<file path="src/verilog/ppo_pkg.sv">
// constants, types and helpers for the programmable pulse outputs
package ppo_pkg;

  // tick timing
  localparam int TICK_NS     = 10000000;
  localparam int CLK_NS      = 8;
  localparam int TICK_CYCLES = (TICK_NS + CLK_NS - 1) / CLK_NS;

  // time-of-day limits
  localparam logic [6:0] CS_LAST   = 7'h63;
  localparam logic [5:0] SEC_LAST  = 6'h3b;
  localparam logic [5:0] MIN_LAST  = 6'h3b;
  localparam logic [4:0] HOUR_LAST = 5'h17;

  // pulse length in 10 ms ticks
  localparam logic [9:0] LEN_MIN = 10'h001;
  localparam logic [9:0] LEN_MAX = 10'h3e8;
  localparam logic [9:0] LEN_RST = 10'h00a;

  // long-wave second marks in ticks: 100 ms zero, 200 ms one
  localparam logic [4:0] MARK_ZERO = 5'h0a;
  localparam logic [4:0] MARK_ONE  = 5'h14;

  // register byte offsets
  localparam logic [7:0] OFS_CTRL    = 8'h00;
  localparam logic [7:0] OFS_STATUS  = 8'h04;
  localparam logic [7:0] OFS_TIME    = 8'h08;
  localparam logic [7:0] OFS_SW      = 8'h0c;
  localparam logic [7:0] OFS_CYCLE   = 8'h24;
  localparam logic [7:0] OFS_SHOT    = 8'h28;
  localparam logic [7:0] OFS_LEN     = 8'h2c;
  localparam logic [7:0] OFS_TIMEOUT = 8'h30;
  localparam int         SW_WORDS    = 6;

  // time word layout: hours [20:16], minutes [13:8], seconds [5:0]
  localparam logic [31:0] TIME_MASK = 32'h001f3f3f;

  typedef enum logic [3:0] {
    MODE_IDLE, MODE_TIMER, MODE_CYCLIC, MODE_MARKS, MODE_SINGLE,
    MODE_PPS, MODE_PPM, MODE_PPH, MODE_POS, MODE_TSYNC, MODE_ALLSYNC
  } ppo_mode_t;

  typedef struct packed {
    ppo_mode_t mode;
    logic      summer;
    logic      enAlways;
    logic      holdover;
    logic      polHigh;
  } ppo_ctrl_t;

  localparam ppo_ctrl_t CTRL_RST = '{mode: MODE_IDLE, summer: 1'b0, enAlways: 1'b0,
                                     holdover: 1'b0, polHigh: 1'b1};

  typedef struct packed {
    logic [4:0] hour;
    logic [5:0] minute;
    logic [5:0] second;
  } ppo_tod_t;

  typedef struct packed {
    ppo_ctrl_t               ctrl;
    logic [SW_WORDS-1:0][31:0] sw;
    logic [31:0]             cycle;
    logic [31:0]             shot;
    logic [9:0]              len;
    logic [15:0]             timeout;
    logic [20:0]             tickCnt;
    logic [6:0]              cs;
    ppo_tod_t                tod;
    logic [16:0]             cycSec;
    logic [9:0]              plsCnt;
    logic [4:0]              markCnt;
    logic [15:0]             frMin;
    logic                    everSync;
    logic                    outActive;
    logic                    pulseOut;
    logic                    ack;
    logic [31:0]             rdat;
  } ppo_state_t;

  localparam ppo_state_t ST_RST = '{ctrl: CTRL_RST, len: LEN_RST, default: '0};

  typedef struct packed {
    logic s1;
    logic s2;
    logic s3;
    logic val;
  } ppo_sync_t;

  // time word to time of day
  function automatic ppo_tod_t todOf(input logic [31:0] w);
    todOf = '{hour: w[20:16], minute: w[13:8], second: w[5:0]};
  endfunction

  // time of day to time word
  function automatic logic [31:0] wordOf(input ppo_tod_t t);
    wordOf = {11'h000, t.hour, 2'h0, t.minute, 2'h0, t.second};
  endfunction

  // time of day to seconds
  function automatic logic [16:0] secsOf(input ppo_tod_t t);
    secsOf = 17'(17'(t.hour) * 17'h00e10) + 17'(17'(t.minute) * 17'h0003c)
             + 17'(t.second);
  endfunction

endpackage

</file>
<file path="src/verilog/ppo_marks.sv">
// long-wave second-mark telegram encoder, local time
`timescale 1ns/100ps
`default_nettype none
module ppo_marks (
  input  wire ppo_pkg::ppo_tod_t tod,
  input  wire logic              summer,
  output logic                   bitOne,
  output logic                   noMark
);

  logic [5:0] nm;
  logic [4:0] nh;
  logic [7:0] mb;
  logic [7:0] hb;
  logic [59:0] frame;

  function automatic logic [7:0] bcd(input logic [5:0] v);
    bcd = {4'(v / 6'h0a), 4'(v % 6'h0a)};
  endfunction

  // the telegram announces the minute that starts at the next mark 0
  always_comb begin
    nm = (tod.minute == ppo_pkg::MIN_LAST) ? 6'h00 : 6'(tod.minute + 6'h01);
    nh = tod.hour;
    if (tod.minute == ppo_pkg::MIN_LAST) begin
      nh = (tod.hour == ppo_pkg::HOUR_LAST) ? 5'h00 : 5'(tod.hour + 5'h01);
    end
    mb = bcd(nm);
    hb = bcd({1'b0, nh});
    frame = '0;
    frame[17] = summer;
    frame[18] = ~summer;
    frame[20] = 1'b1;
    frame[27:21] = mb[6:0];
    frame[28] = ^mb[6:0];
    frame[34:29] = hb[5:0];
    frame[35] = ^hb[5:0];
    // date field unknown here; zeros keep its parity even
    bitOne = frame[tod.second];
    noMark = (tod.second == ppo_pkg::SEC_LAST);
  end

endmodule
`default_nettype wire

</file>
<file path="src/verilog/ppo_sync.sv">
// three-stage input synchroniser with agreement filter
`timescale 1ns/100ps
`default_nettype none
module ppo_sync (
  input  wire logic ref_clk,
  input  wire logic resetn,
  input  wire logic din,
  output logic      dout
);

  ppo_pkg::ppo_sync_t st;
  ppo_pkg::ppo_sync_t next_st;

  // s1 feeds only s2; the value moves once s2 and s3 agree
  always_comb begin
    next_st     = st;
    next_st.s1  = din;
    next_st.s2  = st.s1;
    next_st.s3  = st.s2;
    if (st.s2 == st.s3) begin
      next_st.val = st.s3;
    end
  end

  always_ff @(posedge ref_clk or negedge resetn) begin
    if (!resetn) begin
      st <= '0;
    end else begin
      st <= next_st;
    end
  end

  assign dout = st.val;
endmodule
`default_nettype wire

</file>
<file path="src/verilog/ppo_top.sv">
// programmable pulse output with wishbone register slave
//
// Our own choices: the Wishbone slave port and the register addresses.
`timescale 1ns/100ps
`default_nettype none
// Notes on behaviour
// timer: three on/off pairs, any covering
// on later than off spans midnight
// equal on and off means pair unused
// polarity sets active level, opposite rests
// cyclic pulses, train realigned at midnight
// cyclic period zero to 24 hours
// uneven period: last interval shorter
// long-wave telegram coded in local time
// telegram stops after free-run timeout minutes
// single shot: one pulse per day
// length 10 ms to 10 s, 10 ms steps
// pulse per second, minute or hour
// position-valid mode follows position status
// timebase-locked mode follows sync status
// full-lock mode is AND of both
// idle mode holds output inactive
// holdover off: output off on sync loss
// enable always or after sync, default sync
// tick counter drives time and lengths
module ppo_top #(
  parameter int TICK_CYCLES = ppo_pkg::TICK_CYCLES
) (
  input  wire logic        ref_clk,
  input  wire logic        resetn,
  input  wire logic        wb_cyc_i,
  input  wire logic        wb_stb_i,
  input  wire logic        wb_we_i,
  input  wire logic [7:0]  wb_adr_i,
  input  wire logic [3:0]  wb_sel_i,
  input  wire logic [31:0] wb_dat_i,
  output logic [31:0]      wb_dat_o,
  output logic             wb_ack_o,
  input  wire logic        posValidPin,
  input  wire logic        timeSyncPin,
  output logic             pulseOut
);

  ppo_pkg::ppo_state_t st;
  ppo_pkg::ppo_state_t next_st;

  logic             posValid;
  logic             timeSync;
  logic             markOne;
  logic             markNone;
  logic             tick;
  logic             newSec;
  logic             midnight;
  logic             startPulse;
  logic             timerAct;
  logic             anyUsed;
  logic             marksStop;
  logic             selAct;
  logic             enableOk;
  logic             holdOk;
  logic             req;
  logic [16:0]      period;
  ppo_pkg::ppo_tod_t nTod;
  ppo_pkg::ppo_tod_t onT;
  ppo_pkg::ppo_tod_t offT;
  logic [31:0]      status;

  // status pins come from outside the clock domain
  ppo_sync u_pos_sync (
    .ref_clk (ref_clk),
    .resetn  (resetn),
    .din     (posValidPin),
    .dout    (posValid)
  );

  ppo_sync u_tsync_sync (
    .ref_clk (ref_clk),
    .resetn  (resetn),
    .din     (timeSyncPin),
    .dout    (timeSync)
  );

  // encoder looks at the second about to begin
  ppo_marks u_marks (
    .tod    (nTod),
    .summer (st.ctrl.summer),
    .bitOne (markOne),
    .noMark (markNone)
  );

  // byte-lane merge of a bus write, limited to the implemented bits
  function automatic logic [31:0] merge(input logic [31:0] old, input logic [31:0] dat,
                                        input logic [3:0] sel, input logic [31:0] mask);
    logic [31:0] be;
    be = {{8{sel[3]}}, {8{sel[2]}}, {8{sel[1]}}, {8{sel[0]}}};
    merge = ((old & ~be) | (dat & be)) & mask;
  endfunction

  // time of day one second later
  function automatic ppo_pkg::ppo_tod_t incTod(input ppo_pkg::ppo_tod_t t);
    incTod = t;
    if (t.second != ppo_pkg::SEC_LAST) begin
      incTod.second = 6'(t.second + 6'h01);
    end else begin
      incTod.second = 6'h00;
      if (t.minute != ppo_pkg::MIN_LAST) begin
        incTod.minute = 6'(t.minute + 6'h01);
      end else begin
        incTod.minute = 6'h00;
        incTod.hour = (t.hour == ppo_pkg::HOUR_LAST) ? 5'h00 : 5'(t.hour + 5'h01);
      end
    end
  endfunction

  // time base: 10 ms tick, centiseconds, time of day
  always_comb begin
    tick     = (st.tickCnt == 21'(TICK_CYCLES - 1));
    newSec   = tick && (st.cs == ppo_pkg::CS_LAST);
    nTod     = incTod(st.tod);
    midnight = (nTod == '0);
    period   = ppo_pkg::secsOf(ppo_pkg::todOf(st.cycle));
  end

  // timer mode: any used pair covering the present time
  always_comb begin
    timerAct = 1'b0;
    anyUsed  = 1'b0;
    onT      = '0;
    offT     = '0;
    for (int i = 0; i < ppo_pkg::SW_WORDS / 2; i++) begin
      onT  = ppo_pkg::todOf(st.sw[2*i]);
      offT = ppo_pkg::todOf(st.sw[2*i+1]);
      if (onT < offT) begin
        anyUsed = 1'b1;
        if (st.tod >= onT && st.tod < offT) begin
          timerAct = 1'b1;
        end
      end else if (onT > offT) begin
        anyUsed = 1'b1;
        if (st.tod >= onT || st.tod < offT) begin
          timerAct = 1'b1;
        end
      end
      // equal times leave the pair out entirely R3
    end
  end

  // start of a length-timed pulse, decided at the second boundary
  always_comb begin
    startPulse = 1'b0;
    if (newSec) begin
      case (st.ctrl.mode)
        ppo_pkg::MODE_CYCLIC: begin
          // midnight restarts the train even if the period does not fit R7
          startPulse = midnight || (period != 17'h00000 &&
                       17'(st.cycSec + 17'h00001) >= period);
        end
        ppo_pkg::MODE_SINGLE: begin
          startPulse = (nTod == ppo_pkg::todOf(st.shot));
        end
        ppo_pkg::MODE_PPS: begin
          startPulse = 1'b1;
        end
        ppo_pkg::MODE_PPM: begin
          startPulse = (nTod.second == 6'h00);
        end
        ppo_pkg::MODE_PPH: begin
          startPulse = (nTod.second == 6'h00) && (nTod.minute == 6'h00);
        end
        default: begin
          startPulse = 1'b0;
        end
      endcase
    end
  end

  // level chosen by the mode, then gated by enable and holdover
  always_comb begin
    marksStop = !timeSync && (st.timeout != 16'h0000) && (st.frMin >= st.timeout);
    case (st.ctrl.mode)
      ppo_pkg::MODE_IDLE:    selAct = 1'b0;
      ppo_pkg::MODE_TIMER:   selAct = timerAct;
      ppo_pkg::MODE_CYCLIC:  selAct = (st.plsCnt != 10'h000);
      ppo_pkg::MODE_MARKS:   selAct = (st.markCnt != 5'h00) && !marksStop;
      ppo_pkg::MODE_SINGLE:  selAct = (st.plsCnt != 10'h000);
      ppo_pkg::MODE_PPS:     selAct = (st.plsCnt != 10'h000);
      ppo_pkg::MODE_PPM:     selAct = (st.plsCnt != 10'h000);
      ppo_pkg::MODE_PPH:     selAct = (st.plsCnt != 10'h000);
      ppo_pkg::MODE_POS:     selAct = posValid;
      ppo_pkg::MODE_TSYNC:   selAct = timeSync;
      ppo_pkg::MODE_ALLSYNC: selAct = posValid && timeSync;
      default:               selAct = 1'b0;
    endcase
    enableOk = st.ctrl.enAlways || st.everSync;
    // loss means it was locked once; before that only the enable applies
    holdOk   = st.ctrl.holdover || timeSync || !st.everSync;
  end

  // readable status word
  always_comb begin
    status = {27'h0000000, marksStop, enableOk, timeSync, posValid, st.outActive};
  end

  assign req = wb_cyc_i && wb_stb_i && !st.ack;

  // next state: bus access, time base, pulse counters, output
  always_comb begin
    next_st = st;
    next_st.ack = req;
    // time base advance R19
    next_st.tickCnt = tick ? 21'h000000 : 21'(st.tickCnt + 21'h000001);
    if (tick) begin
      next_st.cs = (st.cs == ppo_pkg::CS_LAST) ? 7'h00 : 7'(st.cs + 7'h01);
    end
    if (newSec) begin
      next_st.tod = nTod;
    end
    // seconds since the last cyclic pulse, cleared at midnight R6
    if (newSec) begin
      next_st.cycSec = (startPulse || midnight) ? 17'h00000 : 17'(st.cycSec + 17'h00001);
    end
    // pulse length in 10 ms ticks R11
    if (startPulse) begin
      next_st.plsCnt = st.len;
    end else if (tick && st.plsCnt != 10'h000) begin
      next_st.plsCnt = 10'(st.plsCnt - 10'h001);
    end
    // second marks, none on the last second of the minute R8
    if (newSec && st.ctrl.mode == ppo_pkg::MODE_MARKS && !markNone) begin
      next_st.markCnt = markOne ? ppo_pkg::MARK_ONE : ppo_pkg::MARK_ZERO;
    end else if (tick && st.markCnt != 5'h00) begin
      next_st.markCnt = 5'(st.markCnt - 5'h01);
    end
    // free-running minutes, saturating R9
    if (timeSync) begin
      next_st.frMin = 16'h0000;
    end else if (newSec && nTod.second == 6'h00 && st.frMin != 16'hffff) begin
      next_st.frMin = 16'(st.frMin + 16'h0001);
    end
    if (timeSync) begin
      next_st.everSync = 1'b1;
    end
    // writes land at the edge where the master sees ack, ahead of the time base
    if (wb_cyc_i && wb_stb_i && wb_we_i && st.ack) begin
      if (wb_adr_i == ppo_pkg::OFS_CTRL && wb_sel_i[0]) begin
        next_st.ctrl.mode     = ppo_pkg::ppo_mode_t'(wb_dat_i[3:0]);
        next_st.ctrl.polHigh  = wb_dat_i[4];
        next_st.ctrl.holdover = wb_dat_i[5];
        next_st.ctrl.enAlways = wb_dat_i[6];
        next_st.ctrl.summer   = wb_dat_i[7];
      end
      if (wb_adr_i == ppo_pkg::OFS_TIME) begin
        next_st.tod = ppo_pkg::todOf(merge(ppo_pkg::wordOf(st.tod), wb_dat_i, wb_sel_i,
                                           ppo_pkg::TIME_MASK));
        next_st.cs      = 7'h00;
        next_st.tickCnt = 21'h000000;
      end
      for (int i = 0; i < ppo_pkg::SW_WORDS; i++) begin
        if (wb_adr_i == 8'(ppo_pkg::OFS_SW + 8'(4 * i))) begin
          next_st.sw[i] = merge(st.sw[i], wb_dat_i, wb_sel_i, ppo_pkg::TIME_MASK);
        end
      end
      if (wb_adr_i == ppo_pkg::OFS_CYCLE) begin
        next_st.cycle = merge(st.cycle, wb_dat_i, wb_sel_i, ppo_pkg::TIME_MASK);
      end
      if (wb_adr_i == ppo_pkg::OFS_SHOT) begin
        next_st.shot = merge(st.shot, wb_dat_i, wb_sel_i, ppo_pkg::TIME_MASK);
      end
      if (wb_adr_i == ppo_pkg::OFS_LEN && wb_sel_i[1:0] == 2'h3) begin
        // out-of-range lengths are clamped, not refused R11
        if (wb_dat_i[15:0] < 16'(ppo_pkg::LEN_MIN)) begin
          next_st.len = ppo_pkg::LEN_MIN;
        end else if (wb_dat_i[15:0] > 16'(ppo_pkg::LEN_MAX)) begin
          next_st.len = ppo_pkg::LEN_MAX;
        end else begin
          next_st.len = wb_dat_i[9:0];
        end
      end
      if (wb_adr_i == ppo_pkg::OFS_TIMEOUT) begin
        next_st.timeout = 16'(merge({16'h0000, st.timeout}, wb_dat_i, wb_sel_i,
                                    32'h0000ffff));
      end
    end
    // read data, unmapped reads as zero
    next_st.rdat = 32'h00000000;
    if (req && !wb_we_i) begin
      case (wb_adr_i)
        ppo_pkg::OFS_CTRL:    next_st.rdat = {24'h000000, st.ctrl.summer, st.ctrl.enAlways,
                                              st.ctrl.holdover, st.ctrl.polHigh,
                                              st.ctrl.mode};
        ppo_pkg::OFS_STATUS:  next_st.rdat = status;
        ppo_pkg::OFS_TIME:    next_st.rdat = ppo_pkg::wordOf(st.tod);
        ppo_pkg::OFS_CYCLE:   next_st.rdat = st.cycle;
        ppo_pkg::OFS_SHOT:    next_st.rdat = st.shot;
        ppo_pkg::OFS_LEN:     next_st.rdat = {22'h000000, st.len};
        ppo_pkg::OFS_TIMEOUT: next_st.rdat = {16'h0000, st.timeout};
        default: begin
          for (int i = 0; i < ppo_pkg::SW_WORDS; i++) begin
            if (wb_adr_i == 8'(ppo_pkg::OFS_SW + 8'(4 * i))) begin
              next_st.rdat = st.sw[i];
            end
          end
        end
      endcase
    end
    // output level and polarity R4
    next_st.outActive = selAct && enableOk && holdOk;
    next_st.pulseOut  = next_st.outActive ? next_st.ctrl.polHigh : ~next_st.ctrl.polHigh;
  end

  always_ff @(posedge ref_clk or negedge resetn) begin
    if (!resetn) begin
      st <= ppo_pkg::ST_RST;
    end else begin
      st <= next_st;
    end
  end

  assign wb_ack_o = st.ack;
  assign wb_dat_o = st.rdat;
  assign pulseOut = st.pulseOut;
endmodule
`default_nettype wire
</file>
<file path="config.mk">
export PLATFORM = sky130hd
export DESIGN_NAME = ppo_top
export DESIGN_NICKNAME = d
export VERILOG_FILES = /design/src/verilog/ppo_pkg.sv /design/src/verilog/ppo_marks.sv /design/src/verilog/ppo_sync.sv /design/src/verilog/ppo_top.sv
export SDC_FILE = /design/constraint.sdc
export NUM_CORES = 1
export LEC_CHECK = 0
export BUFFER_PORTS_ARGS = -buffer_cell sky130_fd_sc_hd__buf_4
export CAP_MARGIN = 20
export CORE_ASPECT_RATIO = 1.4
export CORE_MARGIN = 2
export CORE_UTILIZATION = 30
export DETAILED_ROUTE_END_ITERATION = 8
export REMOVE_ABC_BUFFERS = 1
export SYNTH_ARGS = -nofsm -noshare
export SYNTH_HDL_FRONTEND = slang
export SYNTH_SLANG_ARGS = --single-unit
</file>
<file path="constraint.sdc">
create_clock -name ref_clk -period 8.5 [get_ports ref_clk]
set_input_delay 1.7 -clock ref_clk [delete_from_list [all_inputs] [get_ports ref_clk]]
set_output_delay 1.7 -clock ref_clk [all_outputs]
set_load 0.01 [all_outputs]
</file>
# Yosys cells after proc, flatten, opt, wreduce, memory -nomap -nowiden
# Cells that the tools add are included.
classes:
  n_reduce_logical: 64
  n_mux: 61
  bitwise: 24
  n_addsub: 13
  multipliers: 2
  magnitude_cmp: 17
  n_div: 4
  eq_ne: 35
ops:
  columns: ["op", "count"]
  rows:
  - ["2-to-1 mux 328 bit", 1]
  - ["case mux 32 bit (7 select lines)", 1]
  - ["bitwise AND 21 bit", 10]
  - ["2-to-1 mux 21 bit", 10]
  - ["2-to-1 mux 32 bit", 6]
  - ["bitwise OR 21 bit", 9]
  - ["< comparator 17 bit", 6]
  - [">= comparator 17 bit", 4]
  - ["greater-than comparator 17 bit", 3]
  - ["2-to-1 mux 10 bit", 5]
  - ["2-to-1 mux 16 bit", 3]
  - ["2-to-1 mux 45 bit", 1]
  - ["equality test 8 x 6 -> 1 bit (second input constant)", 5]
  - ["2-to-1 mux 5 bit", 7]
  - ["2-to-1 mux 17 bit", 2]
  - ["equality test 8 x 5 -> 1 bit (second input constant)", 4]
  - ["logical AND 1 bit", 25]
  - ["AND reduction 2 bit", 11]
  - ["adder 21 x 1 -> 21 bit (second input constant)", 1]
  - ["equality test 21 bit (second input constant)", 1]
  - ["NOT 21 bit", 1]
  - ["adder 6 x 1 -> 6 bit (second input constant)", 3]
  - ["2-to-1 mux 6 bit", 3]
  - ["adder 17 x 1 -> 17 bit (second input constant)", 1]
  - ["other kinds (53)", 97]
totals:
  output_inout_bits: 34
  ff_bits: 307
  input_bits: 51
  word_cells: 257

# Logic depth before layout (Yosys ltp)
# Gate-level depths: netlist of the first run.
depth:
  word_depth: 15
  ltp_mapped: 33
  ltp_nobuf: 31

# Hierarchy
# Synthesis of the first run repeated with hierarchy kept, for this count alone.
unflattened:
  hier_cells: 2360
  area_unflattened_um2: 22157.5
modules_own_cells:
  columns: ["module", "cells_each", "area_each_um2", "instances", "seq_area_each_um2"]
  rows:
  - ["ppo_top", 2138, 20563.5, 1, 7210.7]
  - ["ppo_marks", 212, 1371.3, 1, 0.0]
  - ["ppo_sync", 5, 111.4, 2, 100.1]

# Least setup slack after synthesis of the first run
# Ideal clock, no wire load.
synth_path:
  kind: "register -> register"
  from: "reg (tool-made name)"
  to: "reg st[58] in the netlist's numbering"
  path_slack_ns: 1.698
  synth_period_minus_slack_ns: 6.802
  required_time_ns: 8.375
  t_arrival_ns: 6.678
  stages_incl_launch_ff: 31
  cell_sequence: "dfrtp_1 -> fa_1 -> fa_1 -> ha_1 -> a21o_1 -> a21oi_1 -> o21bai_1 -> a21oi_1 -> o21bai_1 -> a21oi_1 -> xnor2_1 -> ha_1 -> ha_1 -> and3_1 -> a211o_1 -> a21oi_1 -> nor2_1 -> xnor2_1 -> inv_1 -> ha_1 -> nand4_1 -> nor2_1 -> o31a_1 -> o21a_1 -> o21a_1 -> o31ai_1 -> a41oi_1 -> o41ai_1 -> a21oi_1 -> o21ai_1 -> mux2_2"
synth_lines:
  columns: ["element", "line", "text"]
  rows:
  - ["end signal: assignment", "ppo_top.sv:313", "st <= ppo_pkg::ST_RST;"]
  - ["end signal: assignment", "ppo_top.sv:315", "st <= next_st;"]
  - ["end: declaration", "ppo_top.sv:44", "ppo_pkg::ppo_state_t st;"]

==> results.toml, run 1 <==
[worst_setup_path]
cp_most_frequent_cell = "sky130_fd_sc_hd__a21oi_1"
worstRegToRegCells = 31
crit_path_max_fanout = 10
reg2reg_setup_slack_ns = 1.16
setup.worst_path.end_class = "flop"
critPathRequiredTime_ns = 8.97
critPathMaxStageDelay_ns = 0.63
startpoint_type = "flop"
path_class = "reg2reg"
critPathBufInv = 2
critical_path.slowest_cell = "sky130_fd_sc_hd__fa_1"
worstReg2RegEnd = "st[60]$_DFFE_PN0P_"
worst_ep_arrival_time_ns = 7.80
crit_family = "compound AO/OA/AOI/OAI gates"

[drt]
detail_route.wl_per_cell_microns = 19.71
route.vias.total = 17120
route.antenna.remaining_nets = 0
drc = 0
routed_wirelength_mm = 63.74
first_iter_violations = 1262
drt-met1-wl_mm = 26.21
top_layer = "met4"
detail_route.vias_per_cell = 5.295
drtPass1Iterations = 7
wl_met2_mm = 31.69
wl_met3_mm = 2.749

[yosys]
post_syn_instances = 2240
postSynth.asyncResetShare = 1.000
synth_area_leaders = "sky130_fd_sc_hd__dfrtp_1, sky130_fd_sc_hd__ha_1, sky130_fd_sc_hd__mux2_2"
netlist_area_sq_um = 21570
post-synth-top-count-cell = "sky130_fd_sc_hd__dfrtp_1"
ys_warn_count = 0
post_synth_most_frequent_cells = "sky130_fd_sc_hd__dfrtp_1, sky130_fd_sc_hd__ha_1, sky130_fd_sc_hd__inv_1"
yosysSeqAreaShare = 0.3436
synth.top_cell.area_share = 0.3400
postSynthRegisterBits = 296
netlist.top_cell.by_area = "sky130_fd_sc_hd__dfrtp_1"
yosys.cell_types.count = 87
synth_edf_count = 0
synthesis.area_per_instance_sq_um = 9.628
yosys_most_used_dff = "sky130_fd_sc_hd__dfrtp_1"

[clock_network]
cts-root-to-sink-buffers = 3
cts-hold-fix-buffers = 0
cts_inserted_buffers = 31
post_cts.resized_instances = 0
tritoncts = "done"
clk_latency_ns = 0.59
clock_pin_slew_on_the_worst_setup_and_hold_paths_ns = 0.07
h-tree-depth = 1
post_cts.repair.setup_buffers = 0
clock_sinks = 296
clock-root-buffer = "sky130_fd_sc_hd__clkbuf_16"

[final_layout]
finish.net_count = 2587
fraction_of_final_layout_cells_with_drive_strength_greater_than_1 = 0.1450
multi_input_comb_area_sq_um = 12950
num-fill-cells = 7309
diodes = 0
post-route-cell-area_sq_um = 23950
layout-area-overhead-vs-synth_pct = 11.05
sequential_cell_area_sq_um = 7411
final_core_utilization = 0.3361

[sta]
min_period_over_period = 0.8630
timing.final.max_slew_violations = 0
rsz0062_at_grt = "no"
timing.fmax_mhz = 136.3
timing.clock.skew_ns = 0.01547
setup_viol_count_final = 0
tightestPinTransition_ns = 1.140
finalHoldViolations = 0
slew-limit-headroom = 0.2295
final.min_clock_period_ns = 7.336
finalSetupTns_ns = 0

[die]
floorplan.die.width_microns = 230.6
initial_utilization = 0.3026
boundaryPins = 85
floorplan.core_area_sq_um = 71260
row_count = 116
floorplan.die_area_sq_um = 74080
die_height_microns = 321.2

[placed_design]
post_dp_cell_area_sq_um = 22910
portBuffers = 61
dp.final_hpwl_mm = 48.27
weighted_congestion_reported_at_the_end_of_routability_driven_placement = 0.8770

[power]
powerDensity_nw_per_um2 = 125.6
vdd.ir_drop.worst_uv = 148.0
p_leak_nw = 11.01

[run_status]
run_status = "completed"

[grt]
initial_antenna_violation_count = 1
vias_in_the_first_global_route = 17100
grt_max_degree = 103
grt_util_all_layers = 0.1705
grt_pass1_wl_mm = 99.34
grt.overflow.total = 0

[hold_path]
endpoint_with_the_worst_hold_slack = "u_tsync_sync.next_st[1]$_DFF_PN0_"
path_type_of_the_worst_min_delay_path = "reg2reg"
hp-start = "u_tsync_sync.next_st[2]$_DFF_PN0_"
hold_path_depth = 0

[flow_run]
max_cap_violations = 0
## metal layers
layer,up-vias,track usage
met5,-,0
met4,0,0.07928
met3,134,0.01711
met2,427,0.3058
met1,8456,0.2038
li1,8106,-
## cells in the final DEF, fill, tap and decap left out, types with 63 or more instances in the layout
| master | instances |
|---|---|
| sky130_fd_sc_hd__buf_4 | 83 |
| sky130_fd_sc_hd__mux2_2 | 171 |
| sky130_fd_sc_hd__dfrtp_1 | 293 |
| sky130_fd_sc_hd__a21o_1 | 75 |
| sky130_fd_sc_hd__nand3_1 | 66 |
| sky130_fd_sc_hd__inv_1 | 193 |
| sky130_fd_sc_hd__nor2_1 | 170 |
| sky130_fd_sc_hd__o21ai_0 | 64 |
| sky130_fd_sc_hd__ha_1 | 253 |
| sky130_fd_sc_hd__nand2_1 | 131 |
| sky130_fd_sc_hd__a21oi_1 | 86 |
| sky130_fd_sc_hd__xnor2_1 | 63 |
## stage by stage
step	hold WS [ns]	std cells	total power, W	worst slack (ns)
after floorplan	0.3312	2151	0.001517	1.698
after global placement	0.3338	3179	0.001606	1.210
after detailed placement	0.3413	3179	0.001607	1.154
after CTS	0.3565	3234	0.003041	1.100
after global routing	0.3601	3234	0.003110	0.5248
final	0.3535	3234	0.003007	1.164
## area by class of cell
class,count,share of cell area
Inverter,194,0.03041
Clock inverter,17,0.008516
Sequential cell,296,0.3094
Clock buffer,38,0.03474
Multi-Input combinational cell,1661,0.5409
Tap cell,944,0.04932
Timing Repair Buffer,84,0.02664
## where the power goes
| group | switching [W] | leakage (nW) | internal [W] | total, W |
|---|---|---|---|---|
| combinational | 0.0000893 | 6.51 | 0.0000420 | 0.000131 |
| sequential | 0.0000223 | 4.00 | 0.00143 | 0.00145 |
| clock | 0.000613 | 0.506 | 0.000816 | 0.00143 |
| total | 0.000724 | 11.0 | 0.00228 | 0.00301 |
## worst max path at each step
stage / from / endpoint / slack (ns) / cells after the start
after floorplan: flop / st[58]$_DFFE_PN0P_ / 1.70 / 30
after detailed placement: flop / st[65]$_DFFE_PN0P_ / 1.15 / 31
after global placement: flop / st[58]$_DFFE_PN0P_ / 1.21 / 31
final: flop / st[60]$_DFFE_PN0P_ / 1.16 / 31
after CTS: flop / st[60]$_DFFE_PN0P_ / 1.10 / 31
after global routing: flop / st[59]$_DFFE_PN0P_ / 0.52 / 31
## cells by family (layout without fill, tap and decap cells)
group | Yosys count | in the layout | share of synthesized area
other | 1 | 11 | 0.0001739
buffers and inverters | 293 | 333 | 0.05767
flip-flops | 296 | 296 | 0.3436
multiplexers | 182 | 182 | 0.09503
AO/OA/AOI/OAI | 496 | 496 | 0.1608
XOR/XNOR | 114 | 114 | 0.04694
AND/OR/NAND/NOR | 588 | 588 | 0.1341
adder cells (fa/ha/maj) | 270 | 270 | 0.1616
(Power assumes the default switching activity.)
==> inputs of run 2 (changes only) <==
- CORE_ASPECT_RATIO: 1.4 -> 0.8
==> results.toml, run 2 (synthesis gave the netlist of run 1 again) <==
[run_status]
run_status = "completed"

[final_layout]
layout.cells.most_common_list = "sky130_fd_sc_hd__dfrtp_1, sky130_fd_sc_hd__ha_1, sky130_fd_sc_hd__inv_1"
finish.net_count = 2588
fraction_of_final_layout_cells_with_drive_strength_greater_than_1 = 0.1426
post-route-cell-area_sq_um = 24010
sequential_cell_area_sq_um = 7411
layout_commonest_cell = "sky130_fd_sc_hd__dfrtp_1"
num-fill-cells = 7238
layout-area-overhead-vs-synth_pct = 11.34
multi_input_comb_area_sq_um = 12950

[placed_design]
portBuffers = 61
weighted_congestion_reported_at_the_end_of_routability_driven_placement = 0.8965
post_dp_cell_area_sq_um = 22880
dp.final_hpwl_mm = 46.88

[clock_network]
h-tree-depth = 2
clk_latency_ns = 0.55
cts-hold-fix-buffers = 0
cts_inserted_buffers = 34
clock_sinks = 296
post_cts.repair.setup_buffers = 0
cts-root-to-sink-buffers = 3
clock-root-buffer = "sky130_fd_sc_hd__clkbuf_16"
tritoncts = "done"
clock_pin_slew_on_the_worst_setup_and_hold_paths_ns = 0.07
post_cts.resized_instances = 0

[power]
powerDensity_nw_per_um2 = 128.1
vdd.ir_drop.worst_uv = 102.8
p_leak_nw = 11.04

[grt]
vias_in_the_first_global_route = 16430
initial_antenna_violation_count = 0
grt_pass1_wl_mm = 98.53
grt.overflow.total = 0
grt_max_degree = 113
grt_util_all_layers = 0.1680

[worst_setup_path]
path_class = "reg2reg"
setup.worst_path.end_class = "flop"
crit_path_max_fanout = 10
cp_most_frequent_cell = "sky130_fd_sc_hd__a21oi_1"
critical_path.slowest_cell = "sky130_fd_sc_hd__fa_1"
startpoint_type = "flop"
critPathRequiredTime_ns = 8.92
critPathMaxStageDelay_ns = 0.62
worst_ep_arrival_time_ns = 7.67
reg2reg_setup_slack_ns = 1.25

[sta]
finalSetupTns_ns = 0
slew-limit-headroom = 0.3028
final.min_clock_period_ns = 7.251
rsz0062_at_grt = "no"
finalHoldViolations = 0
tightestPinTransition_ns = 1.043
min_period_over_period = 0.8530
timing.fmax_mhz = 137.9
final.hold.worst_slack_ns = 0.3518
timing.clock.skew_ns = 0.02219
timing.final.max_slew_violations = 0
setup_viol_count_final = 0

[die]
initial_utilization = 0.3043
floorplan.core_area_sq_um = 70860
row_count = 87
floorplan.die.width_microns = 303.8
die_height_microns = 243.8
boundaryPins = 85
floorplan.die_area_sq_um = 74060

[drt]
drc = 0
route.antenna.remaining_nets = 0
detail_route.vias_per_cell = 5.295
drtPass1Iterations = 7
routed_wirelength_mm = 62.93
route.vias.total = 17090
first_iter_violations = 1601
detail_route.wl_per_cell_microns = 19.49

[hold_path]
path_type_of_the_worst_min_delay_path = "reg2reg"

[flow_run]
max_cap_violations = 0
[run 2: per-layer routing]
layer  wire (microns)  GRT usage  up-vias  part of all wire
met1            31270     0.2564     8314              0.50
met3             4311    0.02531       82             0.069
met5                0          0        -                 0
met4             1171    0.03453        0             0.019
met2            26180     0.2480      529              0.42
li1                 -          -     8167                 -
[run 2: cell type report]
cell class                 count  area share
multi-input combinational   1661      0.5396
sequential                   296      0.3087
tap                          934     0.04867
clock buffer                  51     0.04065
inverter                     194     0.03033
timing repair buffer          82     0.02720
clock inverter                 9    0.004846
antenna                        1   0.0001042
[run 2: critical path, delay by kind of cell (launching register included)]
kind / cells / cell delay (ns)
and+or+nand+nor: 4 / 0.40
AOI/OAI and AO/OA: 16 / 2.85
buffers and inverters: 2 / 0.29
muxes: 1 / 0.35
xor gates and xnor gates: 2 / 0.38
adders and majority gates: 6 / 2.33
DFF: 1 / 0.49
[run 2: final timing paths]
| check | startpoint | end | cells after the start |
|---|---|---|---|
| worst max-delay path | flop | st[59]$_DFFE_PN0P_ | 31 |
| worst min-delay path | u_pos_sync.next_st[2]$_DFF_PN0_ | u_pos_sync.next_st[1]$_DFF_PN0_ | 0 |
| worst max register to register | flop | st[59]$_DFFE_PN0P_ | 31 |
| worst min register to register | u_pos_sync.next_st[2]$_DFF_PN0_ | u_pos_sync.next_st[1]$_DFF_PN0_ | 0 |
| max in group asynchronous | resetn | asynchronous set/reset pin | 3 |
| min in group asynchronous | resetn | asynchronous set/reset pin | 1 |
[run 2: metrics by stage]
step / total power [W] / std cells / utilization / worst slack, ns
floorplan: 0.001517 / 2151 / - / 1.698
global placement: 0.001606 / 3165 / 0.3229 / 1.292
detailed placement: 0.001607 / 3165 / 0.3229 / 1.275
CTS: 0.003107 / 3225 / 0.3383 / 1.201
global route: 0.003182 / 3227 / 0.3388 / 0.7473
finish: 0.003077 / 3228 / 0.3388 / 1.249
[run 2: power breakdown]
group	leakage [nW]	internal (W)	switching [W]
clock	0.533	0.000861	0.000633
combinational	6.51	0.0000445	0.0000918
sequential	4.00	0.00143	0.0000201
==> inputs of run 3 (changes only) <==
- ABC_AREA: default -> 1
- CTS_CLUSTER_SIZE: default -> 14
==> results.toml, run 3 <==
[yosys]
netlist_area_sq_um = 21710
synth_top_family_by_area = "simple AND/OR/NAND/NOR gates"
yosysSeqAreaShare = 0.3413
yosys.area_share.xor_xnor = 0.02420
synth_area_leaders = "sky130_fd_sc_hd__dfrtp_1, sky130_fd_sc_hd__ha_1, sky130_fd_sc_hd__nand2_1"
post_synth_mux_area_share = 0.0004610
synth.top_cell.area_share = 0.3377
netlist.top_cell.by_area = "sky130_fd_sc_hd__dfrtp_1"
synth_simple_gate_area_frac = 0.2025
yosys.cell_types.count = 58
synth_edf_count = 0
synthesis.area_per_instance_sq_um = 7.727
postSynthRegisterBits = 296
ys_warn_count = 0
postSynth.asyncResetShare = 1.000
post-synth-top-count-cell = "sky130_fd_sc_hd__nand2_1"
yosys_most_used_dff = "sky130_fd_sc_hd__dfrtp_1"
post_synth_most_frequent_cells = "sky130_fd_sc_hd__nand2_1, sky130_fd_sc_hd__inv_1, sky130_fd_sc_hd__dfrtp_1"
synthAdderAreaFrac = 0.1605
post_syn_instances = 2810
synth-compound-area-share = 0.1713

[die]
row_count = 88
initial_utilization = 0.3020
boundaryPins = 85
die_height_microns = 244.6
floorplan.die_area_sq_um = 74560
floorplan.die.width_microns = 304.8
floorplan.core_area_sq_um = 71900

[sta]
slew-limit-headroom = 0.2464
finalHoldViolations = 0
timing.clock.skew_ns = 0.02439
setup_viol_count_final = 0
tightestPinTransition_ns = 1.102
final.min_clock_period_ns = 6.814
rsz0062_at_grt = "no"
timing.fmax_mhz = 146.8
min_period_over_period = 0.8016
finalSetupTns_ns = 0
timing.final.max_slew_violations = 0

[final_layout]
layout.cells.most_common_list = "sky130_fd_sc_hd__nand2_1, sky130_fd_sc_hd__inv_1, sky130_fd_sc_hd__dfrtp_1"
finish.net_count = 3162
final_core_utilization = 0.3381
num-fill-cells = 7571
multi_input_comb_area_sq_um = 12190
diodes = 0
post-route-cell-area_sq_um = 24310
layout_commonest_cell = "sky130_fd_sc_hd__nand2_1"
fraction_of_final_layout_cells_with_drive_strength_greater_than_1 = 0.06899
sequential_cell_area_sq_um = 7411
layout-area-overhead-vs-synth_pct = 11.96
post_layout_nonfiller_instances = 3815

[power]
powerDensity_nw_per_um2 = 132.8
vdd.ir_drop.worst_uv = 112.2
fin_total_pwr_w = 0.003227
p_leak_nw = 11.45

[clock_network]
post_cts.repair.setup_buffers = 0
clock_pin_slew_on_the_worst_setup_and_hold_paths_ns = 0.07
post_cts.resized_instances = 0
cts-hold-fix-buffers = 0
clk_latency_ns = 0.56
tritoncts = "done"
h-tree-depth = 2
clock-root-buffer = "sky130_fd_sc_hd__clkbuf_16"
cts_inserted_buffers = 35
cts-root-to-sink-buffers = 3
clock_sinks = 296

[placed_design]
post_dp_cell_area_sq_um = 23080
dp.final_hpwl_mm = 51.25
portBuffers = 61
placed_cells_incl_taps = 3749
weighted_congestion_reported_at_the_end_of_routability_driven_placement = 0.9431

[worst_setup_path]
critPathRequiredTime_ns = 8.93
cp_most_frequent_cell = "sky130_fd_sc_hd__nand2_1"
reg2reg_setup_slack_ns = 1.69
setup.worst_path.end_class = "flop"
crit_path_max_fanout = 31
path_class = "reg2reg"
startpoint_type = "flop"
critPathMaxStageDelay_ns = 0.54
worst_ep_arrival_time_ns = 7.24
critical_path.slowest_cell = "sky130_fd_sc_hd__fa_1"

[drt]
drc = 0
drtPass1Iterations = 6
routed_wirelength_mm = 66.26
route.antenna.remaining_nets = 0
first_iter_violations = 1822
detail_route.vias_per_cell = 5.086
detail_route.wl_per_cell_microns = 17.37
route.vias.total = 19400

[grt]
initial_antenna_violation_count = 0
grt_util_all_layers = 0.1763
grt_max_degree = 132
grt.overflow.total = 0
grt_pass1_wl_mm = 103.9
vias_in_the_first_global_route = 17920

[run_status]
run_status = "completed"

[hold_path]
path_type_of_the_worst_min_delay_path = "reg2reg"

[flow_run]
max_cap_violations = 0
## run 3: changes by cell type in the layout (fill, tap and decap cells not counted), sizes merged, moves of 31 or more
cell   previous run  this run
nand3            66       156
nor3             27        58
a21oi            86       179
o21ai            71       284
inv             196       441
a31oi            37         6
xnor2            63        19
nand2           133       494
mux2            172         0
a21o             75        11
a22oi            48         0
## run 3: metrics by stage
step	worst slack, ns	hold slack, ns
2_1_floorplan	2.279	0.3312
3_3_place_gp	1.668	0.3341
3_5_place_dp	1.613	0.3371
4_1_cts	1.591	0.3510
5_1_grt	0.9055	0.3593
6_report	1.686	0.3498
## run 3: area by class of cell
type | count | area share
inverter | 442 | 0.06824
sequential | 296 | 0.3048
tap | 945 | 0.04864
clock buffer | 49 | 0.04241
clock inverter | 15 | 0.007308
multi-input combinational | 1983 | 0.5015
timing repair buffer | 85 | 0.02707
## run 3: cell families (layout without fill, tap and decap cells)
kind of cell    after synthesis  in the layout
other cells                   1             11
mux                           1              1
buf+inv                     541            591
fa+ha+maj                   270            270
simple gates                999            999
flops                       296            296
compound gates              642            642
xor+xnor                     60             60
## run 3: power by group
group | internal, W | switching, W
Sequential | 0.00143 | 0.0000141
Clock | 0.000947 | 0.000660
Combinational | 0.0000477 | 0.000131
## run 3: worst max-delay path, delay by kind of cell, from the launching register on
| kind | cells | cell delay [ns] |
|---|---|---|
| fa+ha+maj | 6 | 2.44 |
| compound gates | 10 | 1.38 |
| simple gates | 13 | 1.32 |
| buf+inv | 5 | 0.65 |
| flops | 1 | 0.53 |
| xor+xnor | 2 | 0.35 |
## run 3: path summary, 6_finish.rpt
kind                                            startpoint                              end  depth (start not counted)
max in group asynchronous                           resetn               wb_ack_o$_DFF_PN0_                          2
min in group asynchronous                           resetn               st[78]$_DFFE_PN0P_                          1
max reg2reg                                           flop               st[68]$_DFFE_PN0P_                         36
max                                                   flop               st[68]$_DFFE_PN0P_                         36
min reg2reg                u_pos_sync.next_st[2]$_DFF_PN0_  u_pos_sync.next_st[1]$_DFF_PN0_                          0
min                        u_pos_sync.next_st[2]$_DFF_PN0_  u_pos_sync.next_st[1]$_DFF_PN0_                          0
## run 3: per-layer routing
layer / routed length, microns / vias to the layer above / GRT usage / part of all wire
met3: 5750 / 80 / 0.03549 / 0.087
met5: 0 / - / 0 / 0
li1: - / 9536 / - / -
met2: 26670 / 635 / 0.2538 / 0.40
met1: 32670 / 9152 / 0.2703 / 0.49
met4: 1167 / 0 / 0.03305 / 0.018
